<file path="src/core_context_defines.svh">
// Field positions, reset values and selector codes for the core context state registers.
// Assumes it is included by bare name from the package and the design modules.
`ifndef CORE_CONTEXT_DEFINES_SVH
`define CORE_CONTEXT_DEFINES_SVH

`define PSW_RESET 32'h0000_0b80
`define PSW_PRS_HI 13
`define PSW_PRS_LO 12
`define PSW_PRIV_HI 11
`define PSW_PRIV_LO 10
`define PSW_IS_BIT 9
`define PSW_GW_BIT 8
`define PSW_CDE_BIT 7
`define PSW_CDC_HI 6
`define PSW_CTRL_MASK 32'h0000_3fff
`define LINK_RESET 32'h0000_0000
`define LINK_PRIO_HI 31
`define LINK_PRIO_LO 24
`define LINK_PIE_BIT 23
`define LINK_KIND_BIT 22
`define LINK_MASK 32'hffcf_ffff
`define PTR_MASK 32'h000f_ffff
`define PTR_SEG_HI 19
`define PTR_SEG_LO 16
`define PTR_OFS_HI 15
`define FREE_HEAD_RESET 32'h0000_0000
`define FREE_LIMIT_RESET 32'h0000_0000
`define STACK_RESET 32'h0000_0000
`define ISTACK_RESET 32'h0000_0000
`define CDC_ALL_ONES 7'h7f
`define SEL_PSW 3'h0
`define SEL_LINK 3'h1
`define SEL_FREE_HEAD 3'h2
`define SEL_FREE_LIMIT 3'h3
`define SEL_STACK 3'h4
`define SEL_ISTACK 3'h5

`endif

</file>
<file path="src/core_context_pkg.sv">
// Types shared by the core context state register bank.
// Assumes the defines header is on the include path.
`include "core_context_defines.svh"

package core_context_pkg;

    typedef logic [2:0] reg_select_t;

    typedef enum logic [1:0]
    {
        PRIV_USER0 = 2'h0,
        PRIV_USER1 = 2'h1,
        PRIV_SUPERVISOR = 2'h2,
        PRIV_RESERVED = 2'h3
    } periph_priv_t;

    typedef enum logic [2:0]
    {
        ENTRY_IDLE = 3'b001,
        ENTRY_SAVE = 3'b010,
        ENTRY_SWITCH = 3'b100
    } entry_state_t;

endpackage : core_context_pkg

</file>
<file path="src/core_context_regs.sv">
// Core context state register bank: status word control fields, previous-context
// link, free list head and limit pointers, running stack pointer and interrupt
// stack base, with automatic stack switch on interrupt entry.
// Assumes the execution logic on the same clock issues privileged moves and
// context events as one-cycle strobes.
//
// Notes on behaviour
// - Protection set select lives in status word bits 13:12.
// - Select values 00 to 11 choose protection set 0 to 3.
// - Privilege field 11:10 decodes user0, user1, supervisor, reserved.
// - Status bit 9 set means the task runs on the interrupt stack.
// - Global address register writes blocked while status bit 8 is 0.
// - Count enable 0 suspends depth counting; next call sets it to 1.
// - All-ones depth field disables counting regardless of the enable bit.
// - Depth field is leading ones, a zero, then the counter bits.
// - Link bits 31:24 hold the interrupted task's priority number.
// - Link bit 23 holds the interrupted task's interrupt enable.
// - Link bit 22 tags upper or lower context; a mismatch on restore traps.
// - Previous-context pointer is segment 19:16 and offset 15:0 of the link.
// - Pointers are 16-bit offset plus 4-bit segment; areas are 64 bytes.
// - One offset step moves the address sixteen words; 64K areas per segment.
// - Free list head pointer designates an available save area.
// - Head equal to limit on call or interrupt saves, then depletion trap.
// - Limit pointer designates the last available save area.
// - General address register ten is the running task's stack pointer.
// - Interrupt with flag 0 saves the stack pointer, then loads interrupt base.
// - Interrupt with flag already 1 leaves the stack pointer alone.
// - Interrupt stack base may be rewritten at any time.
`timescale 1ns/1ps
`default_nettype none
`include "core_context_defines.svh"

module core_context_regs
    import core_context_pkg::*;
(
    input wire logic sys_clk,
    input wire logic rst,
    // Privileged move-to and move-from core register port.
    input wire logic moveWrite,
    input wire core_context_pkg::reg_select_t moveSelect,
    input wire logic [31:0] moveWriteData,
    output logic [31:0] moveReadData,
    // Context events from the execution logic.
    input wire logic callExec,
    input wire logic callCountStep,
    input wire logic interruptTake,
    input wire logic [7:0] currentPriority,
    input wire logic currentIrqEnable,
    input wire logic contextSave,
    input wire logic saveUpper,
    input wire logic [31:0] newFreeHead,
    input wire logic restoreExec,
    input wire logic restoreExpectUpper,
    input wire logic stackWrite,
    input wire logic [31:0] stackWriteData,
    input wire logic globalRegWriteReq,
    // Decoded state for the rest of the core.
    output logic [3:0] protectionSetOneHot,
    output core_context_pkg::periph_priv_t periphPrivilege,
    output logic privilegeReserved,
    output logic globalRegWriteAllow,
    output logic callDepthCounting,
    output logic [6:0] callDepthMask,
    output logic [6:0] callDepthCount,
    output logic [31:0] freeHeadAddress,
    output logic [31:0] previousContextAddress,
    output logic depletionTrap,
    output logic contextKindTrap,
    output logic stackSaveStrobe,
    output logic [31:0] stackSaveValue,
    output logic [31:0] stackPointer,
    output logic interruptStackInUse
);

    ////////////////////////////////////////////////////////////////////////////

    logic [31:0] programStatusWord_reg;
    logic [31:0] programStatusWord_next;
    logic [31:0] previousContextLink_reg;
    logic [31:0] previousContextLink_next;
    logic [31:0] freeListHeadPointer_reg;
    logic [31:0] freeListHeadPointer_next;
    logic [31:0] freeListLimitPointer_reg;
    logic [31:0] freeListLimitPointer_next;
    logic [31:0] runningStackPointer_reg;
    logic [31:0] runningStackPointer_next;
    logic [31:0] interruptStackBase_reg;
    logic [31:0] interruptStackBase_next;
    logic depletionTrap_reg;
    logic contextKindTrap_reg;
    logic stackSaveStrobe_reg;
    logic [31:0] stackSaveValue_reg;
    entry_state_t entryState_reg;
    entry_state_t entryState_next;

    function automatic logic selHit(input reg_select_t sel, input reg_select_t code);
        selHit = moveWrite && (sel == code);
    endfunction : selHit

    wire writePsw = selHit(moveSelect, `SEL_PSW);
    wire writeLink = selHit(moveSelect, `SEL_LINK);
    wire writeHead = selHit(moveSelect, `SEL_FREE_HEAD);
    wire writeLimit = selHit(moveSelect, `SEL_FREE_LIMIT);
    wire writeStack = selHit(moveSelect, `SEL_STACK);
    wire writeIstack = selHit(moveSelect, `SEL_ISTACK);

    ////////////////////////////////////////////////////////////////////////////
    // Status word decoding.

    wire [1:0] protectionSet = programStatusWord_reg[`PSW_PRS_HI:`PSW_PRS_LO];
    wire [1:0] privField = programStatusWord_reg[`PSW_PRIV_HI:`PSW_PRIV_LO];
    wire stackInUse = programStatusWord_reg[`PSW_IS_BIT];
    wire globalWritePermit = programStatusWord_reg[`PSW_GW_BIT];
    wire countEnable = programStatusWord_reg[`PSW_CDE_BIT];
    wire [6:0] depthField = programStatusWord_reg[`PSW_CDC_HI:0];

    assign protectionSetOneHot = 4'h1 << protectionSet;
    assign periphPrivilege = periph_priv_t'(privField);
    assign privilegeReserved = (privField == PRIV_RESERVED);
    assign globalRegWriteAllow = globalRegWriteReq && globalWritePermit;
    assign callDepthCounting = countEnable && (depthField != `CDC_ALL_ONES);
    assign stackPointer = runningStackPointer_reg;
    assign interruptStackInUse = stackInUse;

    // The mask is every bit above the first zero from the top, that zero included.
    genvar bitIdx;
    generate
        for (bitIdx = 0; bitIdx < 7; bitIdx = bitIdx + 1)
        begin : gen_depth_split
            wire allOnesAbove = &depthField[6:bitIdx];
            wire inMask;
            if (bitIdx == 6)
            begin : gen_top
                assign inMask = 1'b1;
            end
            else
            begin : gen_rest
                assign inMask = &depthField[6:bitIdx + 1];
            end
            assign callDepthMask[bitIdx] = inMask;
            assign callDepthCount[bitIdx] = !inMask && depthField[bitIdx] && !allOnesAbove;
        end
    endgenerate

    ////////////////////////////////////////////////////////////////////////////
    // Save area addressing and list depletion.

    save_area_address u_head_address
    (
        .pointer(freeListHeadPointer_reg),
        .address(freeHeadAddress)
    );

    save_area_address u_prev_address
    (
        .pointer(previousContextLink_reg & `PTR_MASK),
        .address(previousContextAddress)
    );

    wire headAtLimit = ((freeListHeadPointer_reg ^ freeListLimitPointer_reg) & `PTR_MASK)
                       == 32'h0000_0000;
    wire kindMismatch = previousContextLink_reg[`LINK_KIND_BIT] != restoreExpectUpper;

    ////////////////////////////////////////////////////////////////////////////
    // Interrupt entry: save the old stack pointer, then switch and mark the flag in the same cycle.

    always_comb
    begin
        entryState_next = entryState_reg;
        unique case (entryState_reg)
            ENTRY_IDLE:
                if (interruptTake)
                    entryState_next = ENTRY_SAVE;
            ENTRY_SAVE:
                entryState_next = ENTRY_SWITCH;
            ENTRY_SWITCH:
                entryState_next = ENTRY_IDLE;
            default:
                entryState_next = ENTRY_IDLE;
        endcase
    end

    wire inSave = (entryState_reg == ENTRY_SAVE);
    wire inSwitch = (entryState_reg == ENTRY_SWITCH);

    always_comb
    begin
        programStatusWord_next = programStatusWord_reg;
        if (writePsw)
            programStatusWord_next = moveWriteData & `PSW_CTRL_MASK;
        if (callExec && !countEnable)
            programStatusWord_next[`PSW_CDE_BIT] = 1'b1;
        if (callExec && callCountStep && callDepthCounting)
            programStatusWord_next[`PSW_CDC_HI:0] =
                depthField + (7'h01 & ~callDepthMask);
        if (inSwitch)
            programStatusWord_next[`PSW_IS_BIT] = 1'b1;
    end

    always_comb
    begin
        previousContextLink_next = previousContextLink_reg;
        if (writeLink)
            previousContextLink_next = moveWriteData & `LINK_MASK;
        if (contextSave)
        begin
            previousContextLink_next[`LINK_PRIO_HI:`LINK_PRIO_LO] = currentPriority;
            previousContextLink_next[`LINK_PIE_BIT] = currentIrqEnable;
            previousContextLink_next[`LINK_KIND_BIT] = saveUpper;
            previousContextLink_next[`PTR_SEG_HI:0] = freeListHeadPointer_reg[`PTR_SEG_HI:0];
        end
    end

    assign freeListHeadPointer_next = writeHead ? (moveWriteData & `PTR_MASK) :
                                      contextSave ? (newFreeHead & `PTR_MASK) :
                                      freeListHeadPointer_reg;
    assign freeListLimitPointer_next = writeLimit ? (moveWriteData & `PTR_MASK) :
                                       freeListLimitPointer_reg;
    assign interruptStackBase_next = writeIstack ? moveWriteData :
                                     interruptStackBase_reg;

    always_comb
    begin
        runningStackPointer_next = runningStackPointer_reg;
        if (writeStack)
            runningStackPointer_next = moveWriteData;
        if (stackWrite)
            runningStackPointer_next = stackWriteData;
        if (inSwitch && !stackInUse)
            runningStackPointer_next = interruptStackBase_reg;
    end

    ////////////////////////////////////////////////////////////////////////////

    always_ff @(posedge sys_clk or posedge rst)
    begin
        if (rst)
        begin
            programStatusWord_reg <= `PSW_RESET;
            previousContextLink_reg <= `LINK_RESET;
            freeListHeadPointer_reg <= `FREE_HEAD_RESET;
            freeListLimitPointer_reg <= `FREE_LIMIT_RESET;
            runningStackPointer_reg <= `STACK_RESET;
            interruptStackBase_reg <= `ISTACK_RESET;
            entryState_reg <= ENTRY_IDLE;
        end
        else
        begin
            programStatusWord_reg <= programStatusWord_next;
            previousContextLink_reg <= previousContextLink_next;
            freeListHeadPointer_reg <= freeListHeadPointer_next;
            freeListLimitPointer_reg <= freeListLimitPointer_next;
            runningStackPointer_reg <= runningStackPointer_next;
            interruptStackBase_reg <= interruptStackBase_next;
            entryState_reg <= entryState_next;
        end
    end

    // Trap and save strobes are one-cycle pulses; the save completes regardless.
    always_ff @(posedge sys_clk or posedge rst)
    begin
        if (rst)
        begin
            depletionTrap_reg <= 1'b0;
            contextKindTrap_reg <= 1'b0;
            stackSaveStrobe_reg <= 1'b0;
            stackSaveValue_reg <= 32'h0000_0000;
        end
        else
        begin
            depletionTrap_reg <= contextSave && (callExec || interruptTake || inSave)
                                 && headAtLimit;
            contextKindTrap_reg <= restoreExec && kindMismatch;
            stackSaveStrobe_reg <= inSave && !stackInUse;
            if (inSave)
                stackSaveValue_reg <= runningStackPointer_reg;
        end
    end

    assign depletionTrap = depletionTrap_reg;
    assign contextKindTrap = contextKindTrap_reg;
    assign stackSaveStrobe = stackSaveStrobe_reg;
    assign stackSaveValue = stackSaveValue_reg;

    ////////////////////////////////////////////////////////////////////////////
    // Move-from read path; unknown selects read zero.

    always_comb
    begin
        moveReadData = 32'h0000_0000;
        unique case (moveSelect)
            `SEL_PSW: moveReadData = programStatusWord_reg;
            `SEL_LINK: moveReadData = previousContextLink_reg;
            `SEL_FREE_HEAD: moveReadData = freeListHeadPointer_reg;
            `SEL_FREE_LIMIT: moveReadData = freeListLimitPointer_reg;
            `SEL_STACK: moveReadData = runningStackPointer_reg;
            `SEL_ISTACK: moveReadData = interruptStackBase_reg;
            default: moveReadData = 32'h0000_0000;
        endcase
    end

endmodule : core_context_regs
`default_nettype wire

</file>
<file path="src/save_area_address.sv">
// Forms the effective byte address of a context save area from a list pointer.
// Assumes a pointer laid out with segment in 19:16 and offset in 15:0.
`timescale 1ns/1ps
`default_nettype none
`include "core_context_defines.svh"

module save_area_address
(
    input wire logic [31:0] pointer,
    output logic [31:0] address
);

    // Each offset step moves one 64-byte save area, hence the six zero bits below.
    assign address = {pointer[`PTR_SEG_HI:`PTR_SEG_LO], 6'h00,
                      pointer[`PTR_OFS_HI:0], 6'h00};

endmodule : save_area_address
`default_nettype wire

</file>
<file path="config.mk">
export PLATFORM = sky130hd
export DESIGN_NAME = core_context_regs
export DESIGN_NICKNAME = d
export VERILOG_FILES = /design/src/core_context_pkg.sv /design/src/core_context_regs.sv /design/src/save_area_address.sv
export VERILOG_INCLUDE_DIRS = /design/src
export SDC_FILE = /design/constraint.sdc
export NUM_CORES = 1
export LEC_CHECK = 0
export BUFFER_PORTS_ARGS = -buffer_cell sky130_fd_sc_hd__buf_2
export CELL_PAD_IN_SITES_DETAIL_PLACEMENT = 0
export CELL_PAD_IN_SITES_GLOBAL_PLACEMENT = 1
export CORE_MARGIN = 1.5
export CORE_UTILIZATION = 43
export CTS_CLUSTER_SIZE = 28
export DETAILED_ROUTE_END_ITERATION = 7
export GPL_ROUTABILITY_DRIVEN = 0
export PLACE_DENSITY_LB_ADDON = 0.1
export SLEW_MARGIN = 30
export SYNTH_ARGS = -nofsm -noshare
export SYNTH_HDL_FRONTEND = slang
export SYNTH_SLANG_ARGS = --single-unit
</file>
<file path="constraint.sdc">
create_clock -name sys_clk -period 10.7 [get_ports sys_clk]
set_input_delay 1.605 -clock sys_clk [delete_from_list [all_inputs] [get_ports sys_clk]]
set_output_delay 1.605 -clock sys_clk [all_outputs]
set_load 0.1 [all_outputs]
</file>
== Word-level counts from Yosys, hierarchy flattened ==
Index checks and enable logic that the tools add are counted.
Word-level totals
  input bits: 120
  flip-flop bits (word level): 198
  output and inout port bits: 187
  word-level logic and storage cells: 98
Operators by class
  shifts and indexed selects: 1
  equality and inequality tests: 12
  add/sub/neg operators: 1
  bitwise operators: 2
  reductions and logical operators: 53
  mux-type cells: 15
Operators with widths (number)
  $mux 32: 6
  $pmux 32 s6: 1
  $logic_not 32->1: 1
  $logic_and 1x1->1: 28
  $mux 10: 2
  $mux 20: 1
  $xor 20x20->20: 1
  $reduce_bool 2->1: 5
  $eq 3x2->1 const B: 3
  $eq 3x3->1 const B: 3
  $logic_not 1->1: 9
  $add 7x1->7: 1
  $mux 7: 1
  $ne 7x7->1 const B: 1
  $reduce_and 7->1: 1
  $eq 3x1->1 const B: 2
  $pmux 3 s2: 1
  $reduce_and 6->1: 1
  $reduce_and 5->1: 1
  $reduce_and 4->1: 1
  $shl 1x2->4 const A: 1
  $logic_not 3->1: 1
  $mux 3: 1
  $reduce_and 3->1: 1
  other kinds (8): 10

== Longest topological paths before layout ==
  word-level depth: 5
  depth in mapped cells: 10
  depth with buffers taken out: 9

== Cells and area by module ==
From an unflattened synthesis, not the netlist that was laid out.
Unflattened totals
  cells, all modules: 998
  area, all modules: 10284.9 µm²
By module, submodules not included
  core_context_regs: seq. area each 4660.7 µm², area an instance 9796.9 µm², times used 1, cells an instance 932
  save_area_address: seq. area each 0.0 µm², area an instance 244.0 µm², times used 2, cells an instance 33

== Worst setup path after synthesis ==
Ideal clock, no wire load.
  kind: in2out
  start: in moveSelect[0]
  end: out moveReadData[5]
  data arrival time: 4.586 ns
  stages: 5
  path buffers: 3
  data required time: 9.095 ns
  slack: 4.509 ns
  cell sequence: buf_2 buf_2 buf_2 mux2i_1 o32ai_1
Between the ends
  word-level cells in the longest chain between the ends: 2
  elaborated cells between the ends (all ways): 7
  classes of those cells: eq/ne: 5; mux: 1; reduce/logical: 1
Ends and longest elaborated chain
  start: declaration: line core_context_regs.sv:40  | input wire core_context_pkg::reg_select_t moveSelect,
  $eq 3x3->1, or another cell as far along: line core_context_regs.sv:291  | unique case (moveSelect)
  $pmux 32 s6 (*): line core_context_regs.sv:291
  end: declaration: line core_context_regs.sv:42  | output logic [31:0] moveReadData,
Mark *: on every way between the ends. The rest lies on a longest branch, timed or not.

== Worst setup path after layout ==
  start: in moveSelect[0]
  end: out moveReadData[10]
Same word-level chain as after synthesis.

==> flow_metrics.env <==
export IMPL_cp_required_ns=9.10
export IMPL_ir_worst_vdd_mv=0.201
export IMPL_routed_wl_um=30200
export IMPL_routedWlPerCell_um=20.1
export IMPL_p_leak_nw=5.69
export IMPL_row_count=55
export IMPL_io_buffers=268
export IMPL_root_buffer="clkbuf_16"
export IMPL_cts_made_buffers=17
export IMPL_grt_max_degree=109
export IMPL_maxCapViolCount=0
export IMPL_critPathCaptureType="primary output"
export IMPL_critPathKind="input port to primary output"
export IMPL_swShare=0.550
export IMPL_slew_headroom=0.356
export IMPL_finalHoldViolations=0
export IMPL_finalNonFillerCells=1502
export IMPL_status="finished, final reports clean"
export IMPL_core_area_mm2=0.0228
export IMPL_ys_seq_elements=186
export IMPL_grt_pass1_wl_um=46000
export IMPL_grt_overflow=0
export IMPL_io_pins=307
export IMPL_busiest_layer="met2"
export IMPL_synth_distinct_cells=51
export IMPL_initial_utilization=0.443
export IMPL_rsz0062_at_grt="no"
export IMPL_fp_dieW_um=156
export IMPL_async_flop_share=1.00
export IMPL_drtAntennaViolNets=0
export IMPL_fmax_mhz=188
export IMPL_skew_ns=0.0139
export IMPL_synthCells=976
export IMPL_seq_power_share=0.306
export IMPL_cts_sinks=186
export IMPL_n_antenna_cell=0
export IMPL_drive_gt1_frac=0.373
export IMPL_synth_edf_count=0
export IMPL_nets=1298
export IMPL_dpl_hpwl_um=20400
export IMPL_avgSynthCellArea_um2=10.4
export IMPL_first_pass_iters=5
export IMPL_fp_dieH_um=156
export IMPL_setup_viol=0
export IMPL_cts_resized=0
export IMPL_cts_hold_buf=0
export IMPL_ys_seq_area_frac=0.460
export IMPL_antenna_found_initial=2
export IMPL_via_count=7959
export IMPL_ys_warn_count=0
export IMPL_period_minus_slack_ns=5.33
export IMPL_tns_ns=0
export IMPL_power_switching_w=0.00186
export IMPL_nFillCells=2202
export IMPL_p_per_area_mw_per_mm2=284
export IMPL_grt_pass1_vias=7610
export IMPL_vias_per_cell=5.30
export IMPL_post_cts_buffers=0
export IMPL_p_clk_frac=0.185
export IMPL_drc=0
export IMPL_p_comb_frac=0.509
export IMPL_utilization=0.521
export IMPL_area_growth_pct=17.6
export IMPL_drv_slew=0
export IMPL_synth_area_mm2=0.0101
export IMPL_initialDrtViolationCount=439
export IMPL_ys_flop_type="dfrtp_1"
export IMPL_total_power_w=0.00338
export IMPL_met2_usage=0.381
export IMPL_cp_max_fo=58
export IMPL_clk_pin_slew_ns=0.08
export IMPL_finalCritPeriodShare=0.498
export IMPL_clock_latency_ns=0.44
export IMPL_grt_usage=0.250
export IMPL_cts_buffer_depth=2
export IMPL_die_area_mm2=0.0245
export IMPL_grt_use_met3=0.0529
export IMPL_worst_slew_pin_slew_ns=0.966
export IMPL_start_kind="input port"
export IMPL_cts_htree_levels=4
export IMPL_tritoncts="built"
export IMPL_hold_class="flop to flop"
export IMPL_p_int_w=0.00152
export IMPL_dp_cells=1470
export IMPL_worstPathArrival_ns=3.72
export IMPL_gr_usage_met1=0.360
==> per-stage QoR <==
step           worst slack (ns)  hold slack, ns  instance area (um2)
2_1_floorplan              4.05           0.443                10200
3_3_place_gp               5.27           0.460                11300
3_5_place_dp               5.25           0.463                11300
4_1_cts                    5.25           0.475                11900
5_1_grt                    5.30           0.500                11900
6_report                   5.37           0.471                11900
==> kinds of logic (layout without fill, tap and decap cells) <==
family / count (synthesis) / in the layout / share of synthesized area
other cells: 2 / 26 / 0.000742
buf+inv: 129 / 318 / 0.0751
xor+xnor: 21 / 21 / 0.0182
simple gates: 234 / 234 / 0.101
flops: 186 / 186 / 0.460
compound gates: 181 / 181 / 0.107
mux: 221 / 221 / 0.235
fa+ha+maj: 2 / 2 / 0.00247
==> cell type report <==
cell class / count / area [um2] / share of cell area
clock buffers: 18 / 439 / 0.0369
clock inverters: 14 / 125 / 0.0105
inverters: 8 / 37.5 / 0.00315
multi-input cells: 685 / 4820 / 0.405
flip-flops and latches: 186 / 4660 / 0.391
well taps: 313 / 392 / 0.0329
repair buffers: 278 / 1430 / 0.120
==> power by group through the flow <==
stage	Clock (W)	Sequential, W	Combinational [W]
final	0.000625	0.00103	0.00172
after global routing	0.000666	0.00106	0.00179
after CTS	0.000637	0.00103	0.00173
after detailed placement	0	0.00105	0.00173
after global placement	0	0.00104	0.00172
after floorplan	0	0.00164	0.000864
==> synth_stat cells (12+ instances only) <==
library cell  instances  area share
a21oi_1              39       0.019
dfrtp_1             181        0.45
nand3_1              12      0.0059
a22oi_1              27       0.020
buf_2                34       0.017
nor2_1               66       0.024
mux2i_1             106        0.10
mux2_2              110        0.12
clkbuf_1             24      0.0089
o21ai_0              78       0.039
o22ai_1              14      0.0086
xor2_1               16       0.014
nand2_1             115       0.043
buf_4                60       0.044
==> path summary, 6_finish.rpt <==
kind / from / slack, ns / cells past startpoint / to
max: moveSelect[0] / 5.37 / 6 / moveReadData[10]
min: programStatusWord_reg[8] / 0.47 / 2 / programStatusWord_reg[8]
max reg2reg: programStatusWord_reg[9] / 8.45 / 4 / stackPointer[18]
min reg2reg: programStatusWord_reg[8] / 0.47 / 2 / programStatusWord_reg[8]
max in group asynchronous: rst / 8.10 / 3 / interruptStackBase_reg[25]
min in group asynchronous: rst / 1.32 / 2 / freeListHeadPointer_reg[8]
==> worst max-delay path, cell delays in order <==
cell and delay, ns:
buf_4 0.10, buf_4 0.72, and2_1 0.39, a21oi_1 0.11, o221ai_1 0.25, buf_2 0.49
==> per-layer routing <==
metal,vias up,share of wire
met5,-,0.00086
met4,4,0.015
met3,30,0.067
met2,290,0.45
met1,3889,0.47
li1,3746,-
==> cells in the final DEF, fill, tap and decap left out, types with 7 or more instances in the layout <==
cell and instances:
a21oi_1 39, a22oi_1 27, and2_1 7, buf_2 265, buf_4 12, clkbuf_16 17
conb_1 26, dfrtp_1 181, inv_1 7, mux2_2 110, mux2i_1 106, nand2_1 115
nand3_1 10, nor2_1 66, nor2b_1 10, o21ai_0 78, o22ai_1 14, xor2_1 16
Power figures use the tool's default switching activity.
